## src/inc/scr_pkg.sv

```systemverilog
// Constants for the system control register bank.
package scr_pkg;

	// ----------------------------------------------------------------
	// Coprocessor access encoding
	// ----------------------------------------------------------------
	localparam logic [3:0] SCR_CP_NUM = 4'hF;
	localparam logic [2:0] SCR_OPC1 = 3'h0;
	localparam logic [3:0] SCR_CRN = 4'h1;
	localparam logic [3:0] SCR_CRM = 4'h0;
	localparam logic [2:0] SCR_OPC2_SYS = 3'h0;
	localparam logic [2:0] SCR_OPC2_AUX = 3'h1;

	// ----------------------------------------------------------------
	// system_control field positions
	// ----------------------------------------------------------------
	localparam int SCR_BIT_REPL = 14;
	localparam int SCR_BIT_VEC_HIGH = 13;
	localparam int SCR_BIT_ICACHE = 12;
	localparam int SCR_BIT_BPRED = 11;
	localparam int SCR_BIT_SWAP = 10;
	localparam int SCR_BIT_DCACHE = 2;
	localparam int SCR_BIT_ALIGN = 1;
	localparam int SCR_BIT_XLATE = 0;

	// Bits 16, 11 and 6 to 3 read as one; every other fixed bit reads as zero.
	localparam logic [31:0] SCR_SYS_FIXED_ONES = 32'h0001_0878;

	// ----------------------------------------------------------------
	// Vector bases and reset values
	// ----------------------------------------------------------------
	localparam logic [31:0] SCR_VEC_BASE_LOW = 32'h0000_0000;
	localparam logic [31:0] SCR_VEC_BASE_HIGH = 32'hFFFF_0000;
	localparam logic SCR_ICACHE_RST = 1'h0;
	localparam logic SCR_SWAP_RST = 1'h0;
	localparam logic SCR_DCACHE_RST = 1'h0;
	localparam logic SCR_ALIGN_RST = 1'h0;
	localparam logic SCR_XLATE_RST = 1'h0;

	// ----------------------------------------------------------------
	// aux_control
	// ----------------------------------------------------------------
	localparam int SCR_BIT_COHERENT = 6;
	localparam logic [31:0] SCR_AUX_RST = 32'h0000_0000;

	// One banked copy of the writable system_control bits.
	typedef struct packed {
		logic vec_high;
		logic icache;
		logic swap;
		logic dcache;
		logic align;
		logic xlate;
	} scr_bank_s;

	localparam int SCR_SYNC_W = 2;

endpackage

```

## src/hw/scr_system_control_regs.sv

```systemverilog
// System control and auxiliary control registers reached by coprocessor accesses.
//
// Overview of operation
// - Replacement policy bit 14 reads zero; writes ignored.
// - Vector select zero gives base 0x00000000, which may be remapped.
// - Vector select one gives fixed base 0xFFFF0000, never remapped.
// - Vector select bit resets from the high table reset input pin.
// - Instruction cache enable bit 12 gates instruction caching; resets to zero.
// - Branch predict bit 11 reads one; prediction active while translation enabled.
// - Swap enable bit 10 zero makes swap instructions undefined; resets zero.
// - Data cache enable bit 2 gates data caching; resets to zero.
// - Alignment check bit 1 enables strict alignment faults; resets zero.
// - Translation enable bit 0 turns the translation unit on; resets zero.
// - Auxiliary control is reachable only from privileged modes.
// - Auxiliary control is one shared copy, fully read-write when secure.
// - Without write grant, non-secure accesses see auxiliary control read-only.
// - With write grant, non-secure writes change only the coherent request bit.
// - Secure writes to auxiliary control under write lock raise undefined.
// - System control uses coprocessor 15, opcode1 0, c1, c0, opcode2 0.
// - System control is banked per security state.
// - Unprivileged system control access raises undefined in either state.
// - Auxiliary control uses the same encoding with opcode2 one.
`timescale 1ns/1ps

module scr_system_control_regs
	import scr_pkg::*;
(
	input wire logic ref_clk,
	input wire logic reset,
	input wire logic high_table_reset_input,
	input wire logic secure_cfg_write_lock,
	input wire logic nonsecure_aux_write_grant,
	input wire logic cur_nonsecure,
	input wire logic acc_valid,
	input wire logic acc_write,
	input wire logic [3:0] acc_cp_num,
	input wire logic [2:0] acc_opc1,
	input wire logic [3:0] acc_crn,
	input wire logic [3:0] acc_crm,
	input wire logic [2:0] acc_opc2,
	input wire logic acc_privileged,
	input wire logic acc_nonsecure,
	input wire logic [31:0] acc_wdata,
	input wire logic swap_instr_valid,
	output logic acc_done,
	output logic acc_claim,
	output logic acc_undef,
	output logic [31:0] acc_rdata,
	output logic swap_undef,
	output logic [31:0] vector_base,
	output logic vector_remap_allowed,
	output logic icache_en,
	output logic dcache_en,
	output logic align_check_en,
	output logic translation_en,
	output logic branch_predict_active,
	output logic [31:0] aux_control
);

	// ----------------------------------------------------------------
	// State
	// ----------------------------------------------------------------
	typedef struct packed {
		logic [SCR_SYNC_W-1:0] vec_pin_sync;
		logic [SCR_SYNC_W-1:0] lock_sync;
		scr_bank_s sec_bank;
		scr_bank_s ns_bank;
		logic [31:0] aux;
		logic done;
		logic claim;
		logic undef;
		logic swap_undef;
		logic [31:0] rdata;
		logic [31:0] vec_base;
		logic remap_ok;
		logic icache;
		logic dcache;
		logic align;
		logic xlate;
	} scr_state_s;

	scr_state_s st_reg;
	scr_state_s st_next;

	// ----------------------------------------------------------------
	// Read value of one banked copy
	// ----------------------------------------------------------------
	function automatic logic [31:0] scr_sys_view(input scr_bank_s b);
		logic [31:0] v;
		v = SCR_SYS_FIXED_ONES;
		v[SCR_BIT_VEC_HIGH] = b.vec_high;
		v[SCR_BIT_ICACHE] = b.icache;
		v[SCR_BIT_SWAP] = b.swap;
		v[SCR_BIT_DCACHE] = b.dcache;
		v[SCR_BIT_ALIGN] = b.align;
		v[SCR_BIT_XLATE] = b.xlate;
		return v;
	endfunction

	// Only the banked bits take a written value; the rest are fixed.
	function automatic scr_bank_s scr_sys_write(input logic [31:0] d);
		scr_bank_s b;
		b.vec_high = d[SCR_BIT_VEC_HIGH];
		b.icache = d[SCR_BIT_ICACHE];
		b.swap = d[SCR_BIT_SWAP];
		b.dcache = d[SCR_BIT_DCACHE];
		b.align = d[SCR_BIT_ALIGN];
		b.xlate = d[SCR_BIT_XLATE];
		return b;
	endfunction

	// ----------------------------------------------------------------
	// Access decode
	// ----------------------------------------------------------------
	logic enc_common;
	logic hit_sys;
	logic hit_aux;
	logic lock_now;
	scr_bank_s cur_bank;

	always_comb begin
		enc_common = (acc_cp_num == SCR_CP_NUM) && (acc_opc1 == SCR_OPC1)
			&& (acc_crn == SCR_CRN) && (acc_crm == SCR_CRM);
		hit_sys = acc_valid && enc_common && (acc_opc2 == SCR_OPC2_SYS);
		hit_aux = acc_valid && enc_common && (acc_opc2 == SCR_OPC2_AUX);
		lock_now = st_reg.lock_sync[SCR_SYNC_W-1];
		cur_bank = cur_nonsecure ? st_reg.ns_bank : st_reg.sec_bank;
	end

	// ----------------------------------------------------------------
	// Next state
	// ----------------------------------------------------------------
	always_comb begin
		scr_bank_s eff;
		logic vec_pin;
		eff = '0;
		vec_pin = st_reg.vec_pin_sync[SCR_SYNC_W-1];
		st_next = st_reg;
		// The first flop of each chain feeds only the second one.
		st_next.vec_pin_sync = {st_reg.vec_pin_sync[SCR_SYNC_W-2:0], high_table_reset_input};
		st_next.lock_sync = {st_reg.lock_sync[SCR_SYNC_W-2:0], secure_cfg_write_lock};
		st_next.done = acc_valid;
		st_next.claim = hit_sys || hit_aux;
		st_next.undef = 1'b0;
		st_next.rdata = '0;
		st_next.swap_undef = swap_instr_valid && !cur_bank.swap;

		if (hit_sys) begin
			if (!acc_privileged) begin
				st_next.undef = 1'b1;
			end else if (acc_write && !acc_nonsecure && lock_now) begin
				st_next.undef = 1'b1;
			end else if (acc_write) begin
				if (acc_nonsecure) begin
					st_next.ns_bank = scr_sys_write(acc_wdata);
				end else begin
					st_next.sec_bank = scr_sys_write(acc_wdata);
				end
			end else begin
				st_next.rdata = scr_sys_view(acc_nonsecure ? st_reg.ns_bank : st_reg.sec_bank);
			end
		end

		if (hit_aux) begin
			if (!acc_privileged) begin
				st_next.undef = 1'b1;
			end else if (acc_write && !acc_nonsecure && lock_now) begin
				st_next.undef = 1'b1;
			end else if (acc_write && !acc_nonsecure) begin
				st_next.aux = acc_wdata;
			end else if (acc_write && nonsecure_aux_write_grant) begin
				st_next.aux[SCR_BIT_COHERENT] = acc_wdata[SCR_BIT_COHERENT];
			end else if (!acc_write) begin
				st_next.rdata = st_reg.aux;
			end
			// A non-secure write without the grant changes nothing.
		end

		// Effective controls follow the bank of the current security state.
		eff = cur_nonsecure ? st_next.ns_bank : st_next.sec_bank;
		st_next.vec_base = eff.vec_high ? SCR_VEC_BASE_HIGH : SCR_VEC_BASE_LOW;
		st_next.remap_ok = !eff.vec_high;
		st_next.icache = eff.icache;
		st_next.dcache = eff.dcache;
		st_next.align = eff.align;
		st_next.xlate = eff.xlate;

		if (reset) begin
			// Reset is held for at least three edges so the pin level is settled.
			st_next.sec_bank = '{vec_high: vec_pin, icache: SCR_ICACHE_RST,
				swap: SCR_SWAP_RST, dcache: SCR_DCACHE_RST,
				align: SCR_ALIGN_RST, xlate: SCR_XLATE_RST};
			st_next.ns_bank = st_next.sec_bank;
			st_next.lock_sync = '0;
			st_next.aux = SCR_AUX_RST;
			st_next.done = 1'b0;
			st_next.claim = 1'b0;
			st_next.undef = 1'b0;
			st_next.swap_undef = 1'b0;
			st_next.rdata = '0;
			st_next.vec_base = vec_pin ? SCR_VEC_BASE_HIGH : SCR_VEC_BASE_LOW;
			st_next.remap_ok = !vec_pin;
			st_next.icache = SCR_ICACHE_RST;
			st_next.dcache = SCR_DCACHE_RST;
			st_next.align = SCR_ALIGN_RST;
			st_next.xlate = SCR_XLATE_RST;
		end
	end

	always_ff @(posedge ref_clk) begin
		st_reg <= st_next;
	end

	// ----------------------------------------------------------------
	// Outputs
	// ----------------------------------------------------------------
	assign acc_done = st_reg.done;
	assign acc_claim = st_reg.claim;
	assign acc_undef = st_reg.undef;
	assign acc_rdata = st_reg.rdata;
	assign swap_undef = st_reg.swap_undef;
	assign vector_base = st_reg.vec_base;
	assign vector_remap_allowed = st_reg.remap_ok;
	assign icache_en = st_reg.icache;
	assign dcache_en = st_reg.dcache;
	assign align_check_en = st_reg.align;
	assign translation_en = st_reg.xlate;
	assign branch_predict_active = st_reg.xlate;
	assign aux_control = st_reg.aux;
endmodule

```

## config.mk

```make
export PLATFORM = sky130hd
export DESIGN_NAME = scr_system_control_regs
export DESIGN_NICKNAME = d
export VERILOG_FILES = /design/src/inc/scr_pkg.sv /design/src/hw/scr_system_control_regs.sv
export SDC_FILE = /design/constraint.sdc
export NUM_CORES = 1
export LEC_CHECK = 0
export ABC_AREA = 1
export BUFFER_PORTS_ARGS = -buffer_cell sky130_fd_sc_hd__clkbuf_2
export CORE_ASPECT_RATIO = 1.1
export CORE_UTILIZATION = 47
export DETAILED_ROUTE_END_ITERATION = 7
export GPL_ROUTABILITY_DRIVEN = 0
export MAX_ROUTING_LAYER = met4
export PLACE_DENSITY = 0.82
export SETUP_SLACK_MARGIN = 0.02
export SYNTH_ARGS = -nofsm -noshare
export SYNTH_HDL_FRONTEND = slang
export SYNTH_SLANG_ARGS = --single-unit
```

## constraint.sdc

```tcl
create_clock -name ref_clk -period 3.2 [get_ports ref_clk]
set_input_delay 0.32 -clock ref_clk [delete_from_list [all_inputs] [get_ports ref_clk]]
set_output_delay 0.32 -clock ref_clk [all_outputs]
set_load 0.05 [all_outputs]
```

==> Word-level counts from Yosys, hierarchy flattened <==
Cells that the tools add are included.
{ "op_classes": {"n_reduce_logical": 21, "n_mux": 35, "bitwise_logic": 1, "n_eq_ne": 3} }
{ "op_table": {"columns": ["op", "count"], "rows": [
  ["32-bit two-way mux", 11],
  ["117-bit two-way mux", 1],
  ["17-bit two-way mux", 4],
  ["12-bit two-way mux", 4],
  ["6-bit two-way mux", 5],
  ["25-bit two-way mux", 1],
  ["1-bit logical AND", 10],
  ["1-bit two-way mux", 8],
  ["4-bit AND reduction", 2],
  ["3-bit logical NOT", 2],
  ["4-bit by 1-bit equality test with 1-bit output, second input constant", 1],
  ["4-bit equality test, second input constant", 1],
  ["1-bit logical NOT", 4],
  ["4-bit logical NOT", 1],
  ["4-bit two-way mux", 1],
  ["3-bit by 1-bit equality test with 1-bit output, second input constant", 1],
  ["2-bit nonzero test", 1],
  ["1-bit logical OR", 1],
  ["1-bit inverter", 1]
]} }
{ "word_totals": {"elab_cells": 87, "regBits": 121, "out_inout_bits": 106} }

==> Logic depth before layout (Yosys ltp) <==
Gate-level depths: netlist of the first run.
{ "logic_depth": {"depth_word": 14, "depth_mapped": 11} }

==> Worst setup path after synthesis of the first run <==
OpenSTA, ideal clock, no wires.
{ "synth_timing": {"path_kind": "input-to-reg", "start": "in acc_opc2[1]", "end": "reg st_reg, in the netlist align_check_en", "setup_slack_ns": 1.654, "required_ns": 3.091, "path_stages": 7, "arrival_ns": 1.437, "cell_sequence": "or2_2 -> nor3_2 -> nand3_2 -> o21ai_0 -> nand2_1 -> nand2_1 -> inv_1"} }
{ "synth_between": {"elab_chain_len": 4} }
{ "synth_rtl": {"columns": ["element", "line_no", "rtl"], "rows": [
  ["from (decl)", "scr_system_control_regs.sv:40", "input wire logic [2:0] acc_opc2,"],
  ["3-bit logical NOT", "scr_system_control_regs.sv:124", "hit_sys = acc_valid && enc_common && (acc_opc2 == SCR_OPC2_SYS);"],
  ["1-bit logical AND", "scr_system_control_regs.sv:124", null],
  ["12-bit two-way mux", "scr_system_control_regs.sv:148", "if (hit_sys) begin"],
  ["6-bit two-way mux", "scr_system_control_regs.sv:180", "eff = cur_nonsecure ? st_next.ns_bank : st_next.sec_bank;"],
  ["to (signal assigned)", "scr_system_control_regs.sv:211", "st_reg <= st_next;"],
  ["to (decl)", "scr_system_control_regs.sv:82", "scr_state_s st_reg;"]
]} }
Every way passes these cells.
A chain may end at the register's enable or synchronous reset.

==> Worst setup path after layout of the first run <==
{ "layout_timing": {"start": "reg st_reg, in the netlist lock_now", "end": "reg st_reg, in the netlist aux_control[27]"} }
{ "layout_between": {"elab_chain_len": 3} }
{ "layout_rtl": {"columns": ["element", "line_no", "rtl"], "rows": [
  ["1-bit logical AND", "scr_system_control_regs.sv:167", "end else if (acc_write && !acc_nonsecure && lock_now) begin"],
  ["1-bit inverter (no line)", null, null],
  ["4-bit AND reduction (no line)", null, null]
]} }
Every way passes these cells.

==> run metrics, run 1 <==
CP bufs+invs=0; Power Dens Cells=469 nW/µm²; status=finished, final reports clean; Port Buffer Count=150; deepest clock path buffer count=2; H-tree depth=3; crit path capture type=flip-flop; initial core utilization=0.489; Mapped Avg Cell Area=7.44 µm²; vias in the first global route=3,202; cell family with most CP delay=simple AND/OR/NAND/NOR gates; Post-DRT Antenna Nets=0; Clock power frac=0.325; hpwl dp=6320 µm; FF+latch area=1800 µm²; Routed wire per std cell=11.7 µm; FILL cells=818; Fin. Hold Viols=0; CP max-delay cell=nand3_2; Worst-Skew Late Latency=0.35 ns; Rows=35; share of layout cells above drive strength 1=0.285; Setup TNS=0 ns; worst path cell trace=nor3_4 -> nand3_2 -> nor2_1 -> nor2_1; area of the multi-input gates=1380 µm²; Antenna Cells=0; CTS tree=built; Pre-antenna DRT Iters=6; NetSw=623 µW; drt total wl=8600 µm; Clock Tree Root=clkbuf_8; DRC viols=0; CTS Buf Count=9; kind of critical path=reg -> reg; largest net degree at the start of global routing=40; area grow syn2layout=7.74%; Critical Path RT=3.43 ns; Seq/Total Area, Yosys=0.433; crit-path most repeated cell=nor2_1; DRT iter0 DRCs=134; P_int=1480 µW; Final Skew=0.00963 ns; Max Fclk=0.504 GHz; fin crit share=0.620; Sw Share=0.297; nets@finish=683; Critical Path AT=2.22 ns; Placed Area=4310 µm²; RSZ-0062 raised after global routing=false; TritonCTS Sinks=90; Synth Register Bits=90; headroom to the max-slew limit=0.456; initial antenna violation count=0; sequential share of power=0.542; final setup fails=0; Slew @ Worst Pin=0.814 ns; post-layout min period=1.98 ns; Hold Buf Count CTS=0; top sig layer=met4; # IOs=167; CTS resizes=0; Mapped Cells=559; WL met1=3570 µm; Mapped Area=4160 µm²; Yosys warning total=0; number of vias per cell=4.55; commonest non-fill, non-tap cell in the layout=clkbuf_2; global-route wire length before repair=14,100 µm; largest fanout on the critical path=37; worst hold-check path type=in -> reg; die width=91.7 µm; Clk pin slew, worst setup/hold paths=0.08 ns; critical path launch point type=flip-flop; post-route cell area=4480 µm²; fin. max-slew vios=0; die height=101 µm; number of library cell types mapped by synthesis=28; peak supply drop=242 µV; max incr delay on CP=0.73 ns; full die area=9220 µm²; max_cap viols=0; met3 routed WL=449 µm; Routed met2 length=4410 µm; gr usage total=0.197; R2R Setup Slk=1.22 ns; Core ar.=8500 µm²; Pleak=0.00235 µW; grt total ovfl=0; most frequent cells in the layout=clkbuf_2 (150), nor2_1 (100), dfxtp_1 (90); routed vias=3,355; combinational share of power=0.133; Post-CTS Setup Inserts=0
worst paths after layout:
kind,cells after the start,end,from
worst max-delay path,4,aux_control[27]$_SDFFE_PP0P_,lock_now$_SDFF_PP0_
worst min-delay path,1,st_next[120]$_DFF_P_,high_table_reset_input
worst max register to register,4,aux_control[27]$_SDFFE_PP0P_,lock_now$_SDFF_PP0_
worst min register to register,0,st_reg[120]$_DFF_P_,st_next[120]$_DFF_P_
metrics by stage:
step / utilization / cells / hold WS [ns] / setup WS, ns / power, µW
6_report: 0.527 / 738 / 0.0704 / 1.22 / 2100
5_1_grt: 0.527 / 738 / 0.0588 / 1.04 / 2190
3_3_place_gp: 0.507 / 722 / 0.310 / 1.11 / 1440
4_1_cts: 0.527 / 738 / 0.0568 / 1.25 / 2120
3_5_place_dp: 0.507 / 722 / 0.313 / 1.05 / 1440
2_1_floorplan: - / 574 / 0.310 / 1.65 / 1410
Yosys cell counts:
cell type | instances | area share
nand2_1 | 87 | 0.079
buf_4 | 99 | 0.18
nor2_4 | 3 | 0.0081
nand2_2 | 1 | 0.0015
clkbuf_1 | 13 | 0.012
buf_2 | 2 | 0.0024
a21oi_1 | 17 | 0.020
dfxtp_1 | 90 | 0.43
o21ai_0 | 22 | 0.026
nor3_1 | 12 | 0.014
nor2_1 | 100 | 0.090
nand3_1 | 17 | 0.020
or2_2 | 2 | 0.0030
nor2b_1 | 1 | 0.0015
inv_1 | 60 | 0.054
conb_1 | 1 | 0.00090
nor3_2 | 1 | 0.0024
o21ai_1 | 10 | 0.012
o2111ai_1 | 1 | 0.0021
inv_2 | 2 | 0.0018
nor3b_1 | 1 | 0.0018
nor2_2 | 1 | 0.0015
o21bai_1 | 1 | 0.0018
nand4_1 | 3 | 0.0045
nor3_4 | 1 | 0.0039
a211oi_1 | 1 | 0.0018
nand3_2 | 3 | 0.0072
o211ai_1 | 7 | 0.013
power by group through the flow:
stage | clock, µW | combinational (µW) | sequential, µW
global route | 749 | 296 | 1140
finish | 682 | 279 | 1140
global placement | 0 | 276 | 1160
CTS | 700 | 280 | 1140
floorplan | 0 | 230 | 1180
detailed placement | 0 | 279 | 1160
layout make-up:
| class | count | area share |
|---|---|---|
| multi-input cells | 308 | 0.307 |
| repair buffers | 151 | 0.169 |
| well taps | 111 | 0.0310 |
| flip-flops and latches | 90 | 0.402 |
| inverters | 62 | 0.0520 |
| clock buffers | 11 | 0.0293 |
| clock inverters | 5 | 0.00866 |
worst register-to-register path, stage by stage, from the launching register on:
cell,delay [ns]
dfxtp_1,0.34
nor3_4,0.38
nand3_2,0.73
nor2_1,0.33
nor2_1,0.08
per-layer routing:
layer | vias up | global-route usage
li1 | 1736 | -
met4 | 0 | 0.0720
met1 | 1492 | 0.210
met5 | - | -
met2 | 114 | 0.353
met3 | 13 | 0.0483
cells by family (layout without fill, tap and decap cells):
family,count (synthesis),after routing,synth area share
flops,90,90,0.433
compound gates,59,59,0.0774
other cells,1,16,0.000902
simple gates,233,233,0.239
buf+inv,176,229,0.249
No activity file was read; power rests on OpenSTA's default activity.
==> run 2, diff against run 1 <==
- ABC_AREA: 1 -> 0
- CORE_UTILIZATION: 47 -> 43
- PLACE_DENSITY: 0.82 -> 0.8
- clock period: 3.2 -> 1.6 ns (I/O delays scaled with it)
==> run metrics, run 2 <==
initial antenna violation count=0 (unchanged); commonest cells in the netlist=buf_4 (98), dfxtp_1 (90), nand2_1 (65); initial core utilization=0.454 (-0.0353); final setup fails=43 (+43); critical path launch point type=flip-flop; Rows=35 (unchanged); Mapped Avg Cell Area=8.77 µm² (+18%); crit path capture type=flip-flop; drt total wl=8480 µm (-1.4%); share of the synthesized area in the top cell type=0.465 (+0.0313); largest fanout on the critical path=5 (-86%); post-layout min period=1.76 ns (-0.223 ns); Pleak=0.00211 µW (-10%); die height=102 µm (+0.94%); deepest clock path buffer count=2 (unchanged); peak supply drop=397 µV (+64%); CTS tree=built; status=complete, but fails checks; die width=92.5 µm (+0.94%); Mapped Area=3880 µm² (-6.7%); PnR worst setup slack=-0.162 ns (-1.38 ns); Mapped Cells=442 (-21%); hpwl dp=6120 µm (-3.2%); Post-DRT Antenna Nets=0 (unchanged); Seq/Total Area, Yosys=0.465 (+0.0313); Critical Path AT=2.01 ns (-0.21 ns); Setup TNS=-3.64 ns (-3.64 ns); Power Dens Cells=960 nW/µm² (+100%); vias in the first global route=2,739 (-14%); failing checks=setup timing; Yosys warning total=0 (unchanged); Synth Register Bits=90 (unchanged); Antenna Cells=0 (unchanged); share of layout cells above drive strength 1=0.385 (+0.0996); worst hold-check path type=in -> reg; Clock Tree Root=clkbuf_8; area grow syn2layout=16.9%; cell accounting for the most synthesized area=dfxtp_1; CTS Buf Count=9 (unchanged); # IOs=167 (unchanged); Core ar.=8540 µm² (+0.52%); largest net degree at the start of global routing=25 (-38%); count leader, synth=buf_4; Top FF cell, synth=dfxtp_1; Worst-Skew Late Latency=0.35 ns (about the same); fin crit share=1.10 (+0.481); DRC viols=0 (unchanged); Port Buffer Count=150 (unchanged); Pwr Total=4350 µW (+110%); Routed wire per std cell=13.1 µm (+13%); top post-synthesis cells by area=dfxtp_1 (46%), buf_4 (19%), nand2_1 (6.3%); gr usage total=0.187 (-0.00965); full die area=9400 µm² (+1.9%); global-route wire length before repair=13,000 µm (-7.8%); number of library cell types mapped by synthesis=36 (+29%); Placed Area=4200 µm² (-2.4%); grt total ovfl=0 (unchanged); routed vias=3,005 (-10%); Pre-antenna DRT Iters=4 (-2); commonest non-fill, non-tap cell in the layout=clkbuf_2; fin. max-slew vios=0 (unchanged); TritonCTS Sinks=90 (unchanged); Clk pin slew, worst setup/hold paths=0.09 ns (about the same); Max Fclk=0.568 GHz (+13%); Fin. Hold Viols=0 (unchanged); DRT iter0 DRCs=77 (-43%); FILL cells=787 (-3.8%); H-tree depth=3 (unchanged); most frequent cells in the layout=clkbuf_2 (150), dfxtp_1 (89), nand2_1 (65); Critical Path RT=1.85 ns (-1.58 ns); kind of critical path=reg -> reg; Final Skew=0.00814 ns (-0.00149 ns); number of vias per cell=4.65 (+2.3%); nets@finish=591 (-13%); max_cap viols=0 (unchanged); RSZ-0062 raised after global routing=true; number of synthesized flops with an enable pin=0 (unchanged); Async SR Flop Fraction=0 (unchanged); post-route cell area=4530 µm² (+1.2%)
## run 2: worst max-delay path: stages, from the launching register on
cell and delay (ns):
dfxtp_2 0.33, or3b_4 0.37, or4_4 0.45, buf_6 0.16, mux2i_4 0.19, and2b_1 0.17
## run 2: cells by family after synthesis
logic type / synth area share
buffers and inverters: 0.219
other: 0.000967
DFF: 0.465
muxes: 0.0523
and+or+nand+nor: 0.184
AOI/OAI and AO/OA: 0.0788
## run 2: repair_timing
item | 4_1_cts | 5_1_grt
setup buffers | 3 | 0
hold buffers | 2 | 0
hold endpoints to repair | 2 | 0
gates resized for setup | 13 | 8
pin swaps | 0 | 3
cloned | 2 | 1
setup endpoints to repair | 43 | 64
## run 2: path summary, 6_finish.rpt
kind,from,slack [ns],cells after the start,endpoint
hold / removal,acc_wdata[22],0.02,3,aux_control[22]$_SDFFE_PP0P_
setup reg to reg,lock_now$_SDFF_PP0_,-0.16,5,st_reg[116]$_DFF_P_
setup / recovery,lock_now$_SDFF_PP0_,-0.16,5,st_reg[116]$_DFF_P_
hold reg to reg,st_next[120]$_DFF_P_,0.33,0,st_reg[120]$_DFF_P_
## run 2: power by group
part           internal, µW  switching, µW
clock                   805            764
combinational           133            379
sequential             2260           13.8
## run 2: layout make-up
| class | instances | area, µm² | share of cell area |
|---|---|---|---|
| clock buffer | 12 | 155 | 0.0342 |
| multi-input combinational | 240 | 1340 | 0.296 |
| inverter | 8 | 30.0 | 0.00663 |
| timing repair buffer | 181 | 1010 | 0.223 |
| tap | 111 | 139 | 0.0307 |
| sequential | 90 | 1800 | 0.398 |
| clock inverter | 4 | 50.0 | 0.0110 |
## run 2: metal layers
metal,GRT usage,vias to the layer above,share of wire
met5,-,-,0
met4,0.0925,0,0.026
met3,0.0338,17,0.060
met2,0.314,117,0.50
met1,0.215,1378,0.42
li1,-,1493,-
## run 2: per-stage QoR
stage | cells | utilization | hold slack (ns) | worst slack, ns
6_report | 646 | 0.531 | 0.0217 | -0.162
4_1_cts | 646 | 0.528 | 0.000546 | -0.149
2_1_floorplan | 457 | - | 0.188 | -0.0763
3_5_place_dp | 623 | 0.492 | 0.265 | -0.296
5_1_grt | 646 | 0.531 | 0.00383 | -0.200
3_3_place_gp | 623 | 0.492 | 0.264 | -0.237
